==> config.mk <==
export PLATFORM = sky130hd
export DESIGN_NAME = cgc_clock_control
export DESIGN_NICKNAME = d
export VERILOG_FILES = /design/src/cgc_pkg.sv /design/src/cgc_sync2.sv /design/src/cgc_pulse_div.sv /design/src/cgc_clock_control.sv
export SDC_FILE = /design/constraint.sdc
export NUM_CORES = 1
export LEC_CHECK = 0
export ABC_AREA = 1
export BUFFER_PORTS_ARGS = -buffer_cell sky130_fd_sc_hd__buf_2
export CELL_PAD_IN_SITES_DETAIL_PLACEMENT = 0
export CELL_PAD_IN_SITES_GLOBAL_PLACEMENT = 2
export CORE_MARGIN = 4
export CORE_UTILIZATION = 25
export DETAILED_ROUTE_END_ITERATION = 8
export HOLD_SLACK_MARGIN = 0.12
export PLACE_DENSITY_LB_ADDON = 0.1
export SLEW_MARGIN = 20
export SYNTH_ARGS = -nofsm -noshare
export SYNTH_HDL_FRONTEND = slang
export SYNTH_SLANG_ARGS = --single-unit
==> constraint.sdc <==
create_clock -name sys_clk -period 1.99 [get_ports sys_clk]
set_input_delay 0 -clock sys_clk [delete_from_list [all_inputs] [get_ports sys_clk]]
set_output_delay 0 -clock sys_clk [all_outputs]
set_load 0.005 [all_outputs]
==> src/cgc_pkg.sv <==
`default_nettype none
package cgc_pkg;

  // ----------------------------------------------------------------------
  // Register map
  // ----------------------------------------------------------------------
  localparam logic [15:0] CGC_PROC_CLOCK_CONTROL_ADDR = 16'hFFFB;
  localparam logic [7:0] CGC_PROC_CLOCK_CONTROL_RESET = 8'h04;
  localparam logic [7:0] CGC_UNMAPPED_READ = 8'h00;

  // ----------------------------------------------------------------------
  // Field positions
  // ----------------------------------------------------------------------
  localparam int CGC_BIT_MAIN_OSC_STOP = 7;
  localparam int CGC_BIT_SUB_FEEDBACK_DISABLE = 6;
  localparam int CGC_BIT_CPU_CLOCK_STATUS = 5;
  localparam int CGC_BIT_CLOCK_SOURCE_SELECT = 4;
  localparam int CGC_BIT_ZERO = 3;
  localparam int CGC_DIV_LSB = 0;
  localparam int CGC_DIV_W = 3;

  // Bits that software can actually change
  localparam logic [7:0] CGC_WRITE_MASK = 8'hD7;

  // ----------------------------------------------------------------------
  // Divider codes and timing
  // ----------------------------------------------------------------------
  localparam logic [2:0] CGC_DIV_BY_1 = 3'h0;
  localparam logic [2:0] CGC_DIV_BY_16 = 3'h4;
  localparam logic [2:0] CGC_SUB_DIV_CODE = 3'h1;
  localparam logic [2:0] CGC_DIV_RESET = 3'h4;
  localparam int CGC_DIV_CNT_W = 4;
  // Last CPU clock phase of the two-clock fastest instruction
  localparam logic [0:0] CGC_INSTR_LAST_PHASE = 1'h1;
  // Instructions still run on the old clock after a source or divider write
  localparam logic [2:0] CGC_SWITCH_DELAY_INSTR = 3'h4;

  // ----------------------------------------------------------------------
  // Switchover sequencer
  // ----------------------------------------------------------------------
  typedef enum logic [1:0] {
    CGC_SW_IDLE = 2'b00,
    CGC_SW_HOLD = 2'b01,
    CGC_SW_ALIGN = 2'b11
  } cgc_switch_e;

endpackage
`default_nettype wire

==> src/cgc_sync2.sv <==
`timescale 1ns/1ps
`default_nettype none
// Two-flop synchroniser for oscillator pins sampled on sys_clk
module cgc_sync2 (
  input wire logic sys_clk,
  input wire logic rst,
  input wire logic async_in,
  output logic sync_out
);

  logic meta_q;
  logic meta_d;
  logic sync_q;
  logic sync_d;

  // ----------------------------------------------------------------------
  // Next values
  // ----------------------------------------------------------------------
  always_comb begin
    meta_d = async_in;
    sync_d = meta_q;
  end

  // Only the second flop is visible outside
  always_ff @(posedge sys_clk) begin
    if (rst) begin
      meta_q <= 1'b0;
      sync_q <= 1'b0;
    end else begin
      meta_q <= meta_d;
      sync_q <= sync_d;
    end
  end

  assign sync_out = sync_q;

endmodule
`default_nettype wire

==> src/cgc_pulse_div.sv <==
`timescale 1ns/1ps
`default_nettype none
// Divides a stream of source-edge pulses by 2**sel, at most by 16
module cgc_pulse_div (
  input wire logic sys_clk,
  input wire logic rst,
  input wire logic clr,
  input wire logic pulse_in,
  input wire logic [2:0] sel,
  output logic tick
);

  logic [cgc_pkg::CGC_DIV_CNT_W-1:0] cnt_q;
  logic [cgc_pkg::CGC_DIV_CNT_W-1:0] cnt_d;
  logic [cgc_pkg::CGC_DIV_CNT_W-1:0] mask;

  // ----------------------------------------------------------------------
  // Terminal count and next count
  // ----------------------------------------------------------------------
  always_comb begin
    // Codes above divide-by-16 saturate so a bad setting cannot stall the CPU
    if (sel > cgc_pkg::CGC_DIV_BY_16) begin
      mask = {cgc_pkg::CGC_DIV_CNT_W{1'b1}};
    end else begin
      mask = cgc_pkg::CGC_DIV_CNT_W'((5'h01 << sel) - 5'h01);
    end
    tick = pulse_in && ((cnt_q & mask) == mask);
    cnt_d = cnt_q;
    if (clr) begin
      cnt_d = '0;
    end else if (pulse_in) begin
      cnt_d = cnt_q + cgc_pkg::CGC_DIV_CNT_W'(1'b1);
    end
  end

  always_ff @(posedge sys_clk) begin
    if (rst) begin
      cnt_q <= '0;
    end else begin
      cnt_q <= cnt_d;
    end
  end

endmodule
`default_nettype wire

==> src/cgc_clock_control.sv <==
`timescale 1ns/1ps
`default_nettype none
// Behaviour
// - Reset loads control register with 04H
// - Divider codes select main/2^n or sub/2
// - Oscillation control bit one stops main oscillator
// - Feedback control bit one disconnects sub resistor
// - Bit 5 read-only, shows active CPU source
// - Register accepts bit and byte writes
// - Main stopped pulls second oscillator pin up
// - Stop instruction or control bit stops main
// - Subsystem oscillator never halted by control
// - Fastest instruction takes two CPU clocks
// - Main keeps running until CPU on subsystem
// - Switchover waits several instructions after write
// - Main oscillation stopped while reset held
module cgc_clock_control (
  input wire logic sys_clk,
  input wire logic rst,
  // CPU access to the control register
  input wire logic [15:0] reg_addr,
  input wire logic reg_wr_byte,
  input wire logic reg_wr_bit,
  input wire logic [2:0] reg_bit_sel,
  input wire logic reg_bit_val,
  input wire logic [7:0] reg_wdata,
  input wire logic reg_rd,
  output logic [7:0] reg_rdata,
  // Standby request from the CPU while it executes the stop instruction
  input wire logic stop_mode,
  // Oscillator pins, asynchronous to sys_clk
  input wire logic main_osc_in,
  input wire logic sub_osc_in,
  // Oscillator control
  output logic main_osc_enable,
  output logic main_osc_out_pullup,
  output logic sub_osc_enable,
  output logic sub_feedback_enable,
  // Clock enables for the CPU and peripherals, and the CPU clock status
  output logic cpu_clk_tick,
  output logic instr_tick,
  output logic periph_clk_tick,
  output logic cpu_clock_status
);

  // ----------------------------------------------------------------------
  // Declarations
  // ----------------------------------------------------------------------
  logic main_osc_stop_q;
  logic main_osc_stop_d;
  logic sub_feedback_disable_q;
  logic sub_feedback_disable_d;
  logic clock_source_select_q;
  logic clock_source_select_d;
  logic [2:0] div_sel_q;
  logic [2:0] div_sel_d;
  logic [7:0] rdata_q;
  logic [7:0] rdata_d;

  logic act_css_q;
  logic act_css_d;
  logic [2:0] act_div_q;
  logic [2:0] act_div_d;
  cgc_pkg::cgc_switch_e sw_state_q;
  cgc_pkg::cgc_switch_e sw_state_d;
  logic [2:0] sw_cnt_q;
  logic [2:0] sw_cnt_d;
  logic phase_q;
  logic phase_d;

  logic main_run_q;
  logic main_run_d;
  logic main_lvl_q;
  logic main_lvl_d;
  logic sub_lvl_q;
  logic sub_lvl_d;
  logic cpu_tick_q;
  logic cpu_tick_d;
  logic instr_tick_q;
  logic instr_tick_d;
  logic periph_tick_q;
  logic periph_tick_d;

  logic main_sync;
  logic sub_sync;
  logic main_edge;
  logic sub_edge;
  logic main_div_tick;
  logic sub_div_tick;
  logic cpu_tick_raw;
  logic instr_done;
  logic swap;
  logic addr_hit;
  logic wr_any;
  logic [7:0] reg_view;
  logic [7:0] wr_merged;
  logic target_differs;

  // ----------------------------------------------------------------------
  // Oscillator pin sampling
  // ----------------------------------------------------------------------
  cgc_sync2 u_sync_main (
    .sys_clk(sys_clk),
    .rst(rst),
    .async_in(main_osc_in),
    .sync_out(main_sync)
  );

  cgc_sync2 u_sync_sub (
    .sys_clk(sys_clk),
    .rst(rst),
    .async_in(sub_osc_in),
    .sync_out(sub_sync)
  );

  // Rising edges; main edges are ignored while the oscillator is stopped
  assign main_edge = main_sync && !main_lvl_q && main_run_q;
  assign sub_edge = sub_sync && !sub_lvl_q;

  // ----------------------------------------------------------------------
  // Clock dividers
  // ----------------------------------------------------------------------
  // Both dividers restart at a swap so the first new period is whole
  cgc_pulse_div u_main_div (
    .sys_clk(sys_clk),
    .rst(rst),
    .clr(swap),
    .pulse_in(main_edge),
    .sel(act_div_q),
    .tick(main_div_tick)
  );

  cgc_pulse_div u_sub_div (
    .sys_clk(sys_clk),
    .rst(rst),
    .clr(swap),
    .pulse_in(sub_edge),
    .sel(cgc_pkg::CGC_SUB_DIV_CODE),
    .tick(sub_div_tick)
  );

  // Divider code is ignored while the subsystem clock drives the CPU
  assign cpu_tick_raw = act_css_q ? sub_div_tick : main_div_tick;
  assign instr_done = cpu_tick_raw && (phase_q == cgc_pkg::CGC_INSTR_LAST_PHASE);

  // ----------------------------------------------------------------------
  // Register access decode
  // ----------------------------------------------------------------------
  assign addr_hit = (reg_addr == cgc_pkg::CGC_PROC_CLOCK_CONTROL_ADDR);
  assign wr_any = addr_hit && (reg_wr_byte || reg_wr_bit);

  // Status bit shows the source actually clocking the CPU, bit 3 reads zero
  always_comb begin
    reg_view = '0;
    reg_view[cgc_pkg::CGC_BIT_MAIN_OSC_STOP] = main_osc_stop_q;
    reg_view[cgc_pkg::CGC_BIT_SUB_FEEDBACK_DISABLE] = sub_feedback_disable_q;
    reg_view[cgc_pkg::CGC_BIT_CPU_CLOCK_STATUS] = act_css_q;
    reg_view[cgc_pkg::CGC_BIT_CLOCK_SOURCE_SELECT] = clock_source_select_q;
    reg_view[cgc_pkg::CGC_DIV_LSB +: cgc_pkg::CGC_DIV_W] = div_sel_q;
  end

  // A bit write is a read-modify-write of the whole byte
  always_comb begin
    wr_merged = reg_view;
    if (reg_wr_byte) begin
      wr_merged = reg_wdata;
    end else if (reg_wr_bit) begin
      wr_merged[reg_bit_sel] = reg_bit_val;
    end
  end

  // ----------------------------------------------------------------------
  // Control register next values
  // ----------------------------------------------------------------------
  always_comb begin
    main_osc_stop_d = main_osc_stop_q;
    sub_feedback_disable_d = sub_feedback_disable_q;
    clock_source_select_d = clock_source_select_q;
    div_sel_d = div_sel_q;
    rdata_d = rdata_q;
    // Status bit and bit 3 are outside the write mask and never stored
    if (wr_any) begin
      main_osc_stop_d = wr_merged[cgc_pkg::CGC_BIT_MAIN_OSC_STOP] &
                        cgc_pkg::CGC_WRITE_MASK[cgc_pkg::CGC_BIT_MAIN_OSC_STOP];
      sub_feedback_disable_d = wr_merged[cgc_pkg::CGC_BIT_SUB_FEEDBACK_DISABLE] &
                               cgc_pkg::CGC_WRITE_MASK[cgc_pkg::CGC_BIT_SUB_FEEDBACK_DISABLE];
      clock_source_select_d = wr_merged[cgc_pkg::CGC_BIT_CLOCK_SOURCE_SELECT] &
                              cgc_pkg::CGC_WRITE_MASK[cgc_pkg::CGC_BIT_CLOCK_SOURCE_SELECT];
      div_sel_d = wr_merged[cgc_pkg::CGC_DIV_LSB +: cgc_pkg::CGC_DIV_W];
    end
    if (reg_rd) begin
      rdata_d = addr_hit ? reg_view : cgc_pkg::CGC_UNMAPPED_READ;
    end
  end

  always_ff @(posedge sys_clk) begin
    if (rst) begin
      main_osc_stop_q <= cgc_pkg::CGC_PROC_CLOCK_CONTROL_RESET[cgc_pkg::CGC_BIT_MAIN_OSC_STOP];
      sub_feedback_disable_q <= cgc_pkg::CGC_PROC_CLOCK_CONTROL_RESET[cgc_pkg::CGC_BIT_SUB_FEEDBACK_DISABLE];
      clock_source_select_q <= cgc_pkg::CGC_PROC_CLOCK_CONTROL_RESET[cgc_pkg::CGC_BIT_CLOCK_SOURCE_SELECT];
      div_sel_q <= cgc_pkg::CGC_PROC_CLOCK_CONTROL_RESET[cgc_pkg::CGC_DIV_LSB +: cgc_pkg::CGC_DIV_W];
      rdata_q <= cgc_pkg::CGC_UNMAPPED_READ;
    end else begin
      main_osc_stop_q <= main_osc_stop_d;
      sub_feedback_disable_q <= sub_feedback_disable_d;
      clock_source_select_q <= clock_source_select_d;
      div_sel_q <= div_sel_d;
      rdata_q <= rdata_d;
    end
  end

  // ----------------------------------------------------------------------
  // Switchover sequencer
  // ----------------------------------------------------------------------
  // Compare against the freshly written value so a write starts the hold
  assign target_differs = (clock_source_select_d != act_css_q) ||
                          (!clock_source_select_d && (div_sel_d != act_div_q));
  // Swap lands on a tick of the old clock, so no shortened CPU period
  assign swap = (sw_state_q == cgc_pkg::CGC_SW_ALIGN) && cpu_tick_raw && target_differs;

  always_comb begin
    sw_state_d = sw_state_q;
    sw_cnt_d = sw_cnt_q;
    act_css_d = act_css_q;
    act_div_d = act_div_q;
    phase_d = phase_q;
    if (cpu_tick_raw) begin
      phase_d = ~phase_q;
    end
    unique case (sw_state_q)
      cgc_pkg::CGC_SW_IDLE: begin
        if (wr_any && target_differs) begin
          sw_state_d = cgc_pkg::CGC_SW_HOLD;
          sw_cnt_d = '0;
        end
      end
      cgc_pkg::CGC_SW_HOLD: begin
        // Old clock keeps running for a few instructions
        if (!target_differs) begin
          sw_state_d = cgc_pkg::CGC_SW_IDLE;
        end else if (wr_any) begin
          sw_cnt_d = '0;
        end else if (instr_done) begin
          if (sw_cnt_q == cgc_pkg::CGC_SWITCH_DELAY_INSTR - 3'h1) begin
            sw_state_d = cgc_pkg::CGC_SW_ALIGN;
          end else begin
            sw_cnt_d = sw_cnt_q + 3'h1;
          end
        end
      end
      cgc_pkg::CGC_SW_ALIGN: begin
        if (!target_differs) begin
          sw_state_d = cgc_pkg::CGC_SW_IDLE;
        end else if (swap) begin
          act_css_d = clock_source_select_d;
          act_div_d = div_sel_d;
          phase_d = 1'b0;
          sw_state_d = cgc_pkg::CGC_SW_IDLE;
        end
      end
      default: begin
        sw_state_d = cgc_pkg::CGC_SW_IDLE;
      end
    endcase
  end

  always_ff @(posedge sys_clk) begin
    if (rst) begin
      sw_state_q <= cgc_pkg::CGC_SW_IDLE;
      sw_cnt_q <= '0;
      act_css_q <= 1'b0;
      act_div_q <= cgc_pkg::CGC_DIV_RESET;
      phase_q <= 1'b0;
    end else begin
      sw_state_q <= sw_state_d;
      sw_cnt_q <= sw_cnt_d;
      act_css_q <= act_css_d;
      act_div_q <= act_div_d;
      phase_q <= phase_d;
    end
  end

  // ----------------------------------------------------------------------
  // Oscillator control and clock enables
  // ----------------------------------------------------------------------
  // Stop bit only bites once the CPU really runs on the subsystem clock
  always_comb begin
    main_run_d = !stop_mode && !(main_osc_stop_q && act_css_q);
    main_lvl_d = main_sync;
    sub_lvl_d = sub_sync;
    cpu_tick_d = cpu_tick_raw;
    instr_tick_d = instr_done;
    // Peripherals run on the undivided main clock
    periph_tick_d = main_edge;
  end

  always_ff @(posedge sys_clk) begin
    if (rst) begin
      main_run_q <= 1'b0;
      main_lvl_q <= 1'b0;
      sub_lvl_q <= 1'b0;
      cpu_tick_q <= 1'b0;
      instr_tick_q <= 1'b0;
      periph_tick_q <= 1'b0;
    end else begin
      main_run_q <= main_run_d;
      main_lvl_q <= main_lvl_d;
      sub_lvl_q <= sub_lvl_d;
      cpu_tick_q <= cpu_tick_d;
      instr_tick_q <= instr_tick_d;
      periph_tick_q <= periph_tick_d;
    end
  end

  // Outputs
  assign main_osc_enable = main_run_q;
  assign main_osc_out_pullup = !main_run_q;
  assign sub_osc_enable = 1'b1;
  assign sub_feedback_enable = !sub_feedback_disable_q;
  assign cpu_clk_tick = cpu_tick_q;
  assign instr_tick = instr_tick_q;
  assign periph_clk_tick = periph_tick_q;
  assign cpu_clock_status = act_css_q;
  assign reg_rdata = rdata_q;

endmodule
`default_nettype wire

## Word-level counts from Yosys, hierarchy flattened

Index checks and enable logic that the tools add are counted.

| storage, ports and cells | value |
|---|---|
| bits in registers | 42 |
| latch bits | 0 |
| memory bits (writable) | 0 |
| ROM bits | 0 |
| input port bits | 36 |
| output and inout bits | 16 |
| logic and storage cells | 106 |
| memories kept | 0 |

| cells by class | value |
|---|---|
| add/sub/neg operators | 4 |
| multiply operators | 0 |
| divide/modulo/power cells | 0 |
| order comparisons | 3 |
| equal/unequal tests | 15 |
| shift-type cells | 1 |
| multiplexer cells | 28 |
| bitwise operators | 2 |
| reductions and logical operators | 31 |

Operator list:

| operator | count |
|---|---|
| two-way mux 8 bit | 3 |
| two-way mux 3 bit | 6 |
| inequality test 3 bit (second input constant) | 6 |
| equality test 16 bit (second input constant) | 1 |
| logical AND 1 bit | 14 |
| two-way mux 2 bit | 7 |
| AND reduction 5 bit | 2 |
| adder 4 x 1 -> 4 bit (second input constant) | 2 |
| bitwise mux 8 bit | 1 |
| logical NOT 1 bit | 7 |
| two-way mux 1 bit | 7 |
| one-hot mux 2 bit (3 select lines) | 1 |
| one-hot mux 3 bit (2 select lines) | 1 |
| bitwise AND 4 bit | 1 |
| equality test 4 bit | 1 |
| < comparator 3 x 4 -> 1 bit (second input constant) | 1 |
| two-way mux 4 bit | 1 |
| inequality test 2 bit (second input constant) | 2 |
| nonzero test 2 bit | 2 |
| << shifter 1 x 3 -> 4 bit (first input constant) | 1 |
| subtractor 4 x 1 -> 4 bit (second input constant) | 1 |
| adder 3 x 1 -> 3 bit (second input constant) | 1 |
| demux 1 bit (select 3 bit) | 1 |
| equality test 3 x 2 -> 1 bit (second input constant) | 1 |
| 12 further kinds | 13 |

## Logic depth before layout (Yosys ltp)

| logic depth | value |
|---|---|
| depth in word-level cells | 15 |
| depth in mapped cells | 18 |
| depth with buffers taken out | 18 |

## Hierarchy

Synthesis repeated with hierarchy kept, for this count alone.

| second synthesis, totals | value |
|---|---|
| cells, all modules | 359 |
| area total of the unflattened synthesis | 2368.5 µm² |

Modules (own cells, without submodules):

| module | instances | cells each | area an instance (µm²) | sequential area each (µm²) |
|---|---|---|---|---|
| cgc_clock_control | 1 | 261 | 1712.9 | 580.6 |
| cgc_pulse_div | 2 | 43 | 272.8 | 80.1 |
| cgc_sync2 | 2 | 6 | 55.1 | 40.0 |

## Worst setup path before layout

No wires, ideal clock.

| timing path | value |
|---|---|
| path type | register to register |
| start | reg act_div_q[1] |
| end | reg sw_cnt_q[0] |
| library setup time | 0.064 ns |
| arrival time | 1.985 ns |
| setup slack | -0.059 ns |
| stages on the path, launching flop included | 15 |
| buffers on the path | 0 |
| period minus slack after synthesis | 2.049 ns |
| path through | dfxtp_1 -> inv_1 -> nand3_1 -> ha_1 -> a21oi_1 -> a21oi_1 -> nand4_1 -> o21ai_0 -> ha_1 -> nand2_1 -> a31oi_1 -> nand3_2 -> nand2_1 -> inv_1 -> nor2_1 |

| between the ends | value |
|---|---|
| cells in the longest elaborated chain, start to end | 10 |
| elaborated cells on any way between the ends | 17 |
| classes of those cells | add/sub (1); order compare (1); eq/ne (5); shift (1); mux (2); bitwise (1); reduce/logical (6) |

RTL lines:

| what | line | RTL |
|---|---|---|
| start: declaration | cgc_clock_control.sv:62 | `logic [2:0] act_div_q;` |
| start signal: assignment | cgc_clock_control.sv:272 | `act_div_q <= cgc_pkg::CGC_DIV_RESET;` |
| start signal: assignment | cgc_clock_control.sv:278 | `act_div_q <= act_div_d;` |
| << shifter 1 x 3 -> 4 bit | cgc_pulse_div.sv:25 | `mask = cgc_pkg::CGC_DIV_CNT_W'((5'h01 << sel) - 5'h01);` |
| subtractor 4 x 1 -> 4 bit | cgc_pulse_div.sv:25 |  |
| two-way mux 4 bit (*) | cgc_pulse_div.sv:22 | `if (sel > cgc_pkg::CGC_DIV_BY_16) begin` |
| bitwise AND 4 bit | cgc_pulse_div.sv:27 | `tick = pulse_in && ((cnt_q & mask) == mask);` |
| equality test 4 bit (*) | cgc_pulse_div.sv:27 |  |
| logical AND 1 bit (*) | cgc_pulse_div.sv:27 |  |
| two-way mux 1 bit (*) | cgc_clock_control.sv:143 | `assign cpu_tick_raw = act_css_q ? sub_div_tick : main_div_tick;` |
| net cpu_tick_d | cgc_clock_control.sv:78 | `logic cpu_tick_d;` |
| logical AND 1 bit (*) | cgc_clock_control.sv:144 | `assign instr_done = cpu_tick_raw && (phase_q == cgc_pkg::CGC_INSTR_LAST_PHASE);` |
| net instr_done | cgc_clock_control.sv:91 | `logic instr_done;` |
| inequality test 3 bit (no line) (*) | n/a |  |
| AND reduction 5 bit (no line) (*) | n/a |  |
| end signal: assignment | cgc_clock_control.sv:276 | `sw_cnt_q <= sw_cnt_d;` |
| end: declaration | cgc_clock_control.sv:66 | `logic [2:0] sw_cnt_q;` |

The timed path passes the listed nets; every way through them passes the cells marked *.
A chain may end at the register's enable or synchronous reset.

## Final worst setup path

| timing path | value |
|---|---|
| start | reg act_div_q[0] |
| end | reg sw_cnt_q[2] |

Same word-level chain as after synthesis.

==> metrics.txt <==
worst skew pair latency=0.29 ns; filler cell count=912; Initial Util=0.2564; antenna-violating nets left=0; Fin Clk Skew=0.005948 ns; global-route wire length before repair=9984 µm; period utilisation layout=1.013; drt pass-1 iters=4; final setup fails=5; LEAKAGE=0.001274 µW; Chip Width=99.81 µm; failing checks=setup timing; clock sinks=38; net count reported at finish=437; Ys Warns=0; max capacitance violation total=0; XOR/XNOR share of the synthesized area=0.004157; die area=0.009961 mm²; status=finished with violations; port bufs=47; worst path required time=2.22 ns; worst ir drop on vdd=0.2837 mV; I/O Pins=52; final slew viol count=0; grt ovf=0; Core Area=0.008217 mm²; CTS tree=done; compound-cell area share of the yosys netlist=0.1051; TNS Setup=-0.1012 ns; site row count=33; min cycle time layout=2.017 ns; Max Fclk=495.9 MHz; largest family of logic cells by synthesized area=simple AND/OR/NAND/NOR gates; Worst Path Buf+Inv=1; total routed wirelength=5830 µm; mux cell area share after synthesis=0; initial antenna violation count=0; most frequent cells in the layout=nand2_1, buf_2, inv_1, nor2_1, dfxtp_1; Post-route DRC=0; average wire per standard cell=11.64 µm; Syn Area/Cell=6.544 µm²; drt via density=4.224; PwrDens=602.8 mW/mm²; Root Driver=clkbuf_8; Adder-Cell Fraction of Synth Area=0.02969; share of layout cells above drive strength 1=0.2778; Via Count=2116; placed cell count=483; GP Congestion=0.7744; Final Hold Fails=0; register area share after synthesis=0.3610; Initial DRC Count=51; H-tree depth=2; Syn Nets=363; Worst path max stage delay=0.34 ns; Cell Area, Synth=0.002107 mm²; Synth Area in Simple Gates=0.3990; RSZ-0062 raised after global routing=yes; critical path class=flip-flop to flip-flop; Worst-path clk slew=0.08 ns; final worst slack=-0.02651 ns; FF+latch count, synth=38; Netlist cell types=30; die height=99.81 µm; commonest non-fill, non-tap cell in the layout=nand2_1; async set-reset flop share out of synthesis=0; EDFF count, synth=0; cell area after layout=0.002836 mm²; Non-Filler Instances=501; Crit. End Element=flip-flop; Mapped Cells=322; slowest cell on the critical path=dfxtp_2; CP Cell Sequence=nor2_2 -> nand2_2 -> ha_4 -> a21oi_2 -> a21oi_1 -> nand4_1 -> o21ai_2 -> ha_2 -> nand2_2 -> a31oi_4 -> nand3_2 -> nand2_1 -> inv_1 -> nor2_1; global-route usage over all layers=0.1249; DP HPWL=4612 µm; Hold/Removal Path Class=input port to flip-flop; Max clock buf depth=2; CTS buffer count=5; Placed Area=0.002565 mm²; cell family with most CP delay=simple AND/OR/NAND/NOR gates; P&R area growth vs syn=34.62%; setup slack, reg-to-reg=-0.03 ns; Post-synth top flop=dfxtp_1; most frequent CP cell=nand2_2; number of diodes=0; Worst Path Arrival=2.25 ns; vias in the first global route=2151; largest net degree at the start of global routing=20; crit path launch type=flip-flop; worst-path fanout max=4
cell type report:
class	instances	area (µm²)	area share
tap	105	131.4	0.04632
timing repair buffer	72	450.4	0.1588
inverter	47	178.9	0.06308
multi-input combinational	232	1200	0.4230
sequential	38	763.2	0.2691
clock inverter	1	30.03	0.01059
clock buffer	6	82.58	0.02911
where the power goes:
group / switching, µW / internal [µW]
sequential: 16.7 / 787
clock: 278 / 401
combinational: 129 / 97.8
total: 424 / 1290
state kept, by name (all words and copies together) (netlist names), 2 cells and up:
signal	count
u_main_div.cnt_q	4
act_div_q	3
reg_rdata	7
sw_state_q	2
sw_cnt_q	3
div_sel_q	3
cells by family (layout without fill, tap and decap cells):
| family | count (synthesis) | count (layout) |
|---|---|---|
| simple gates | 183 | 183 |
| flops | 38 | 38 |
| buf+inv | 52 | 126 |
| xor+xnor | 1 | 1 |
| other cells | 2 | 2 |
| fa+ha+maj | 5 | 5 |
| compound gates | 41 | 41 |
worst register-to-register path: cells and delay by family, from the launching register on:
family | cells | cell delay, ns
AND/OR/NAND/NOR | 7 | 0.66
flip-flops | 1 | 0.34
AO/OA/AOI/OAI | 4 | 0.43
adder cells (fa/ha/maj) | 2 | 0.49
buffers and inverters | 1 | 0.03
repair_timing:
action,in CTS,in global routing
hold endpoints to repair,20,0
hold buffers,8,0
resized for setup,12,9
pin swaps,12,14
buffers inserted,5,1
setup endpoints to repair,5,16
per-stage QoR:
stage	hold WS (ns)	util	total power, µW	setup slack (ns)
5_1_grt	0.1986	0.3452	1824	-0.2228
2_1_floorplan	0.06907	-	953.3	0.02597
3_5_place_dp	0.2079	0.3122	1036	-0.1069
3_3_place_gp	0.2043	0.3122	1038	-0.08562
4_1_cts	0.1720	0.3457	1748	-0.1034
6_report	0.1746	0.3452	1710	-0.02651
Yosys cell counts (all sizes together), types with 2 or more instances:
cell type | number | share of area
ha | 5 | 0.030
o21ai | 15 | 0.036
nor2 | 50 | 0.10
conb | 2 | 0.0036
nand4 | 8 | 0.024
dfxtp | 38 | 0.36
inv | 46 | 0.083
or2 | 5 | 0.015
a31oi | 2 | 0.0059
clkbuf | 3 | 0.0053
a21oi | 20 | 0.048
nand3 | 21 | 0.052
nand2 | 92 | 0.18
buf | 2 | 0.0071
nor3 | 5 | 0.017
path summary, 6_finish.rpt:
| path | from | endpoint | depth (start not counted) |
|---|---|---|---|
| setup / recovery | act_div_q[0]$_SDFFE_PP0P_ | sw_cnt_q[2]$_SDFFE_PP0P_ | 14 |
| setup reg to reg | act_div_q[0]$_SDFFE_PP0P_ | sw_cnt_q[2]$_SDFFE_PP0P_ | 14 |
| hold reg to reg | u_sync_main.meta_q$_SDFF_PP0_ | u_sync_main.sync_out$_SDFF_PP0_ | 2 |
| hold / removal | reg_wdata[2] | div_sel_q[2]$_SDFF_PP1_ | 6 |
layer usage:
| metal | part of all wire | wire [µm] | global-route usage | vias to the layer above |
|---|---|---|---|---|
| li1 | - | - | - | 1156 |
| met5 | 0 | 0 | 0 | - |
| met4 | 0.013 | 74 | 0.03782 | 0 |
| met2 | 0.45 | 2608 | 0.2027 | 28 |
| met1 | 0.51 | 2960 | 0.1665 | 926 |
| met3 | 0.032 | 187 | 0.02641 | 6 |
No activity file was read; power rests on OpenSTA's default activity.
